`config.mk`:
```
export PLATFORM = sky130hd
export DESIGN_NAME = emmt_timer
export DESIGN_NICKNAME = d
export VERILOG_FILES = /design/src/emmt_edge.v /design/src/emmt_timer.v
export VERILOG_INCLUDE_DIRS = /design/src
export SDC_FILE = /design/constraint.sdc
export NUM_CORES = 1
export LEC_CHECK = 0
export ABC_AREA = 0
export ABC_CLOCK_PERIOD_IN_PS = 3000
export BUFFER_PORTS_ARGS = -buffer_cell sky130_fd_sc_hd__buf_2
export CORE_UTILIZATION = 51
export DETAILED_ROUTE_END_ITERATION = 12
export GPL_TIMING_DRIVEN = 0
export PLACE_DENSITY = 0.8
export SYNTH_ARGS = -nofsm -noshare
export SYNTH_HDL_FRONTEND = slang
export SYNTH_HIERARCHICAL = 1
export SYNTH_SLANG_ARGS = --single-unit
```
`constraint.sdc`:
```
create_clock -name pclk -period 3 [get_ports pclk]
set_clock_uncertainty 0.1 [all_clocks]
set_input_delay 0.3 -clock pclk [delete_from_list [all_inputs] [get_ports pclk]]
set_output_delay 0.3 -clock pclk [all_outputs]
set_load 0.01 [all_outputs]
```
`src/emmt_consts.vh`:
```
// constants for the eight bit multimode timer
`ifndef EMMT_CONSTS_VH
`define EMMT_CONSTS_VH
// ==========================================
// register byte offsets
`define EMMT_OFS_CMP 12'h019
`define EMMT_OFS_CTRL 12'h015
`define EMMT_OFS_STAT 12'h020
// ==========================================
// control register fields
`define EMMT_MODE_LSB 0
`define EMMT_MODE_MSB 1
`define EMMT_SRC_LSB 2
`define EMMT_SRC_MSB 4
`define EMMT_START_BIT 5
// ==========================================
// reset values
`define EMMT_CMP_RST 8'hff
`define EMMT_CTRL_RST 6'h00
// ==========================================
// mode and source encodings
`define EMMT_MODE_TIMER 2'b00
`define EMMT_MODE_RSVD 2'b01
`define EMMT_MODE_DIV 2'b10
`define EMMT_MODE_PWM 2'b11
`define EMMT_SRC_EVENT 3'b111
`define EMMT_SRC_NONE 3'b110
// ==========================================
// event pin minimum level time in cycles
`define EMMT_EVT_MIN_CYC 2
`endif

```
`src/emmt_edge.v`:
```
// edge detector for the external event input
`timescale 1ns/10ps
module emmt_edge (
    // clock and reset
    input wire pclk,
    input wire presetn,
    // pin and edges
    input wire pin_in,
    output wire rise,
    output wire fall
);
    reg last_r;

    always @(posedge pclk or negedge presetn) begin
        if (!presetn) begin
            last_r <= 1'b0;
        end else begin
            last_r <= pin_in;
        end
    end

    assign rise = pin_in & ~last_r;
    assign fall = ~pin_in & last_r;
endmodule

```
`src/emmt_timer.v`:
```
// eight bit multimode timer with apb register slave
`timescale 1ns/10ps
`include "emmt_consts.vh"

module emmt_timer (
    // apb clock and reset
    input wire pclk,
    input wire presetn,
    // apb slave
    input wire psel,
    input wire penable,
    input wire pwrite,
    input wire [11:0] paddr,
    input wire [31:0] pwdata,
    output wire [31:0] prdata,
    output wire pready,
    output wire pslverr,
    // prescaler ticks, one per source selection 000..110
    input wire [6:0] src_tick,
    // power and pins
    input wire stop_mode_entry,
    input wire event_input_pin,
    output wire divider_output_pin,
    output wire pwm_output_pin_n,
    output wire timer_interrupt_request
);
    // ==========================================
    // registers
    reg [7:0] compare_value_register;
    reg run_start_bit;
    reg [2:0] count_source_select;
    reg [1:0] operating_mode_select;
    reg [7:0] count_r;
    reg [7:0] pwm_cmp_r;
    reg div_r;
    reg pwm_r;
    reg irq_r;
    reg evt_wait_r;
    reg evt_hit_r;
    reg [31:0] rdata_r;

    wire evt_rise;
    wire evt_fall;
    wire wr_en;
    wire rd_en;
    wire addr_ok;
    wire ctrl_wr;
    wire start_rise;
    wire src_is_event;
    wire tick;
    wire match;
    wire [7:0] count_inc;

    // ==========================================
    // event pin edges
    emmt_edge u_edge (
        .pclk(pclk),
        .presetn(presetn),
        .pin_in(event_input_pin),
        .rise(evt_rise),
        .fall(evt_fall)
    );

    // ==========================================
    // apb decode
    assign addr_ok = (paddr == `EMMT_OFS_CMP) || (paddr == `EMMT_OFS_CTRL) ||
                     (paddr == `EMMT_OFS_STAT);
    assign wr_en = psel & penable & pwrite;
    assign rd_en = psel & ~penable & ~pwrite;
    assign pready = 1'b1;
    assign pslverr = psel & penable & ~addr_ok;
    assign prdata = rdata_r;
    assign ctrl_wr = wr_en & (paddr == `EMMT_OFS_CTRL);
    assign start_rise = ctrl_wr & pwdata[`EMMT_START_BIT] & ~run_start_bit;

    always @(posedge pclk or negedge presetn) begin
        if (!presetn) begin
            compare_value_register <= `EMMT_CMP_RST;
            run_start_bit <= 1'b0;
            count_source_select <= 3'b000;
            operating_mode_select <= 2'b00;
        end else begin
            if (wr_en && paddr == `EMMT_OFS_CMP) begin
                compare_value_register <= pwdata[7:0];
            end
            // stop power entry clears start
            // forced stop wins
            if (stop_mode_entry) begin
                run_start_bit <= 1'b0;
            end else if (ctrl_wr) begin
                run_start_bit <= pwdata[`EMMT_START_BIT];
            end
            if (ctrl_wr) begin
                count_source_select <= pwdata[`EMMT_SRC_MSB:`EMMT_SRC_LSB];
                operating_mode_select <= pwdata[`EMMT_MODE_MSB:`EMMT_MODE_LSB];
            end
        end
    end

    // read data registered during setup phase
    always @(posedge pclk or negedge presetn) begin
        if (!presetn) begin
            rdata_r <= 32'h0000_0000;
        end else if (rd_en) begin
            case (paddr)
                `EMMT_OFS_CMP: rdata_r <= {24'h00_0000, compare_value_register};
                `EMMT_OFS_CTRL: rdata_r <= {26'h000_0000, run_start_bit,
                                             count_source_select, operating_mode_select};
                `EMMT_OFS_STAT: rdata_r <= {21'h00_0000, pwm_r, div_r, evt_wait_r, count_r};
                default: rdata_r <= 32'h0000_0000;
            endcase
        end
    end

    // ==========================================
    // count source selection
    // 111 picks event pin
    assign src_is_event = (count_source_select == `EMMT_SRC_EVENT);
    assign tick = src_is_event ? evt_rise : src_tick[count_source_select];
    assign count_inc = count_r + 8'h01;
    assign match = (count_r == compare_value_register);

    // ==========================================
    // counter and outputs
    always @(posedge pclk or negedge presetn) begin
        if (!presetn) begin
            count_r <= 8'h00;
            pwm_cmp_r <= `EMMT_CMP_RST;
            div_r <= 1'b1;
            pwm_r <= 1'b1;
            irq_r <= 1'b0;
            evt_wait_r <= 1'b0;
            evt_hit_r <= 1'b0;
        end else begin
            irq_r <= 1'b0;
            if (!run_start_bit) begin
                count_r <= 8'h00;
                div_r <= 1'b1;
                pwm_r <= 1'b1;
                evt_wait_r <= 1'b0;
                evt_hit_r <= 1'b0;
                if (start_rise) begin
                    pwm_cmp_r <= compare_value_register;
                end
            end else begin
                case (operating_mode_select)
                    `EMMT_MODE_TIMER: begin
                        if (src_is_event) begin
                            if (tick) begin
                                count_r <= count_inc;
                                evt_wait_r <= 1'b0;
                                if (count_inc == compare_value_register) begin
                                    evt_hit_r <= 1'b1;
                                end
                            end
                            if (evt_fall && (evt_hit_r || match)) begin
                                irq_r <= 1'b1;
                                count_r <= 8'h00;
                                evt_hit_r <= 1'b0;
                                evt_wait_r <= 1'b1;
                            end
                        end else if (tick) begin
                            if (match) begin
                                irq_r <= 1'b1;
                                count_r <= 8'h00;
                            end else begin
                                count_r <= count_inc;
                            end
                        end
                    end
                    `EMMT_MODE_DIV: begin
                        if (tick) begin
                            if (match) begin
                                div_r <= ~div_r;
                                irq_r <= 1'b1;
                                count_r <= 8'h00;
                            end else begin
                                count_r <= count_inc;
                            end
                        end
                    end
                    `EMMT_MODE_PWM: begin
                        if (tick) begin
                            count_r <= count_inc;
                            if (count_r == 8'hff) begin
                                pwm_r <= 1'b1;
                                irq_r <= 1'b1;
                                pwm_cmp_r <= compare_value_register;
                            end else if (count_inc == pwm_cmp_r) begin
                                pwm_r <= 1'b0;
                            end
                        end
                    end
                    default: begin
                        count_r <= 8'h00;
                    end
                endcase
            end
        end
    end

    assign divider_output_pin = div_r;
    assign pwm_output_pin_n = pwm_r;
    assign timer_interrupt_request = irq_r;
endmodule

```
==> impl_metrics.ini <==
[outcome]
status = finished clean

[final_layout]
drive_above_1_share = 0.347
nets = 436
multi_input_area_sq_mm = 0.00156
areaGrowthSynthToFinish_pct = 17.7
antennaDiodeCount = 0
fin_cells = 450
num-fill-cells = 470
regArea_sq_mm = 0.00120

[logic_synthesis]
ys.flop_type = dfrtp_1
seq_area_frac_synth = 0.406
synth-edff-count = 0
synth_seq_cells = 47
yosysUniqueCellTypes = 52
syn_inst = 302
synth_warnings = 6
netlist_area_sq_mm = 0.00295
avgSynthCellArea_sq_um = 9.77
async_reset_ff_frac = 1.00

[worst_setup_path]
cp_slowest_cell = o221ai_1
max_stage_delay_ps = 650
critPathMaxFanout = 8
critPathBufInv = 1
crit_required_ps = 3040
path_class = reg2reg
worstSetupEndpointType = register
cp_top_family = simple AND/OR/NAND/NOR gates
start_kind = register
crit_path_cell_trace = clkbuf_1, xor2_1, nor4b_1, nand2_1, o221ai_1, nor2_1
arrival_ps = 2730

[pwr]
power_frac_comb = 0.082
p_sw_w = 0.000256
netSwitchingFraction = 0.212
p_int_w = 0.000950
ir_drop_mv = 0.318
power.static_leakage_nw = 1.60
p_per_area_mw_per_mm2 = 347
pwr-share-clk = 0.391
seqPwrFrac = 0.527

[floorplanning]
core_sq_mm = 0.00554
die-area_sq_mm = 0.00609
start_util = 0.532
io_pins = 95
die_w_um = 78.0
rows = 27
die_h_um = 78.0

[timing]
tns_ps = 0
relSlewSlack = 0.339
drv_slew = 0
fin_crit_sh = 0.898
hold_viol = 0
min_period_ps = 2690
setup-violations-final = 0
max_freq_ghz = 0.371
grt_setup_unrepaired = false
worstMarginPinSlew_ps = 992

[clock_network]
cts_sinks = 47
cts_buffer_depth = 2
cts_tree = built
clkTransAtPathRegs_ps = 80
ctsResizeCount = 0
cts_setup_buffers = 0
clockRootBuffer = clkbuf_8
numCtsBuffers = 5
htreeDepth = 2
hold_buffers = 0
clock_latency_ps = 290

[routing]
num_vias = 2401
first_pass_iters = 4
drtIter0Drc = 130
post_drt_wl_per_cell_um = 14.6
detail_route.wirelength_mm = 6.55
vias_per_cell = 5.34
ant_nets = 0
drc = 0

[global_route]
grt_usage = 0.228
antenna_found_initial = 0
overflow = 0
grt_pass1_wl_mm = 10.9
grt_max_degree = 48
grt_pass1_vias = 2248

[run]
drv_cap = 0

[place]
dp.cells = 442
hpwl_mm = 4.99
place.gp.congestion = 0.920
port_buffers = 48

[min_path]
hold_class = in2reg
cell usage after synthesis, types with 2 or more instances:
cell      number  area share
dfrtp_1       29        0.25
nor2_1        27       0.034
buf_4         23       0.059
nand2_1       23       0.029
mux2_2        21       0.080
dfstp_2       18        0.16
xnor2_1       18       0.053
clkbuf_1      14       0.018
xor2_1        11       0.033
a21oi_1       10       0.017
o21ai_0       10       0.017
nand3_1        9       0.015
a22oi_1        8       0.020
nor2b_1        8       0.017
nor3_1         8       0.014
inv_1          6      0.0076
mux2i_1        5       0.017
and3_1         4      0.0085
nand4_1        4      0.0085
a211oi_1       3      0.0076
nor4b_1        3      0.0089
or3_1          3      0.0064
and2b_2        2      0.0059
conb_1         2      0.0025
mux4_2         2       0.015
nor3b_1        2      0.0051
nor4_1         2      0.0042
o21bai_1       2      0.0051
or2_2          2      0.0042
area by class of cell:
cell class,instances,area share
buffer,39,0.0692
timing repair buffer,48,0.0692
sequential,47,0.345
multi-input combinational,230,0.450
clock buffer,6,0.0238
inverter,6,0.00649
clock inverter,2,0.0101
tap,72,0.0259
path summary, 6_finish.rpt:
path / startpoint / slack [ps] / endpoint / cells past startpoint
max: compare_value_register[2] / 310 / count_r[1] / 6
max reg2reg: compare_value_register[2] / 310 / count_r[1] / 6
max in group asynchronous: presetn / 2120 / prdata[5] / 1
min: event_input_pin / 30 / u_edge/last_r / 1
min reg2reg: prdata[8] / 370 / prdata[8] / 2
min in group asynchronous: presetn / 70 / timer_interrupt_request / 1
cell families (layout without fill, tap and decap cells):
| kind of cell | count (synthesis) | after routing | synth area share |
|---|---|---|---|
| AND/OR/NAND/NOR | 104 | 104 | 0.192 |
| adder cells (fa/ha/maj) | 1 | 1 | 0.00424 |
| AO/OA/AOI/OAI | 46 | 46 | 0.107 |
| multiplexers | 28 | 28 | 0.112 |
| flip-flops | 47 | 47 | 0.406 |
| buffers and inverters | 45 | 101 | 0.0891 |
| other | 2 | 22 | 0.00255 |
| XOR/XNOR | 29 | 29 | 0.0861 |
cells in the final DEF (no fill, tap or decap), drive strengths merged, types with 4 or more instances in the layout:
master	count
buf	73
dfrtp	29
nor2	27
nand2	23
conb	22
mux2	21
clkbuf	20
xnor2	18
dfstp	18
xor2	11
o21ai	10
a21oi	10
nand3	9
nor3	8
nor2b	8
a22oi	8
inv	6
mux2i	5
nand4	5
and3	4
nor4b	4
layer usage:
metal / GRT usage / vias to the layer above / share of wire
met5: 0 / - / 0
met4: 0.0574 / 0 / 0.0090
met3: 0.0302 / 8 / 0.054
met2: 0.394 / 87 / 0.50
met1: 0.303 / 1146 / 0.44
li1: - / 1160 / -
metrics by stage:
stage	cell area (sq um)	hold slack, ps	power, W	setup slack [ps]	util
global route	3470	22.6	0.00126	118	0.627
CTS	3470	23.1	0.00122	300	0.627
global placement	3350	329	0.000744	388	0.605
floorplan	3020	-95.6	0.000702	758	-
detailed placement	3350	334	0.000746	324	0.605
finish	3470	32.1	0.00121	305	0.627
power by group through the flow:
stage	Clock, W	Sequential, W	Combinational [W]
2_1_floorplan	0	0.000647	0.0000550
3_3_place_gp	0	0.000647	0.0000970
3_5_place_dp	0	0.000647	0.0000985
4_1_cts	0.000485	0.000636	0.0000987
5_1_grt	0.000510	0.000636	0.000110
6_report	0.000471	0.000636	0.0000987
flip-flops by register name (all words and copies together) (netlist names):
name and flops:
evt_wait_r 1, run_start_bit 1, timer_interrupt_request 1, compare_value_register 8, pwm_cmp_r 8, count_source_select 3
pwm_output_pin_n 1, divider_output_pin 1, count_r 8, operating_mode_select 2, prdata 11, u_edge/last_r 1
evt_hit_r 1
(Power assumes the default switching activity.)
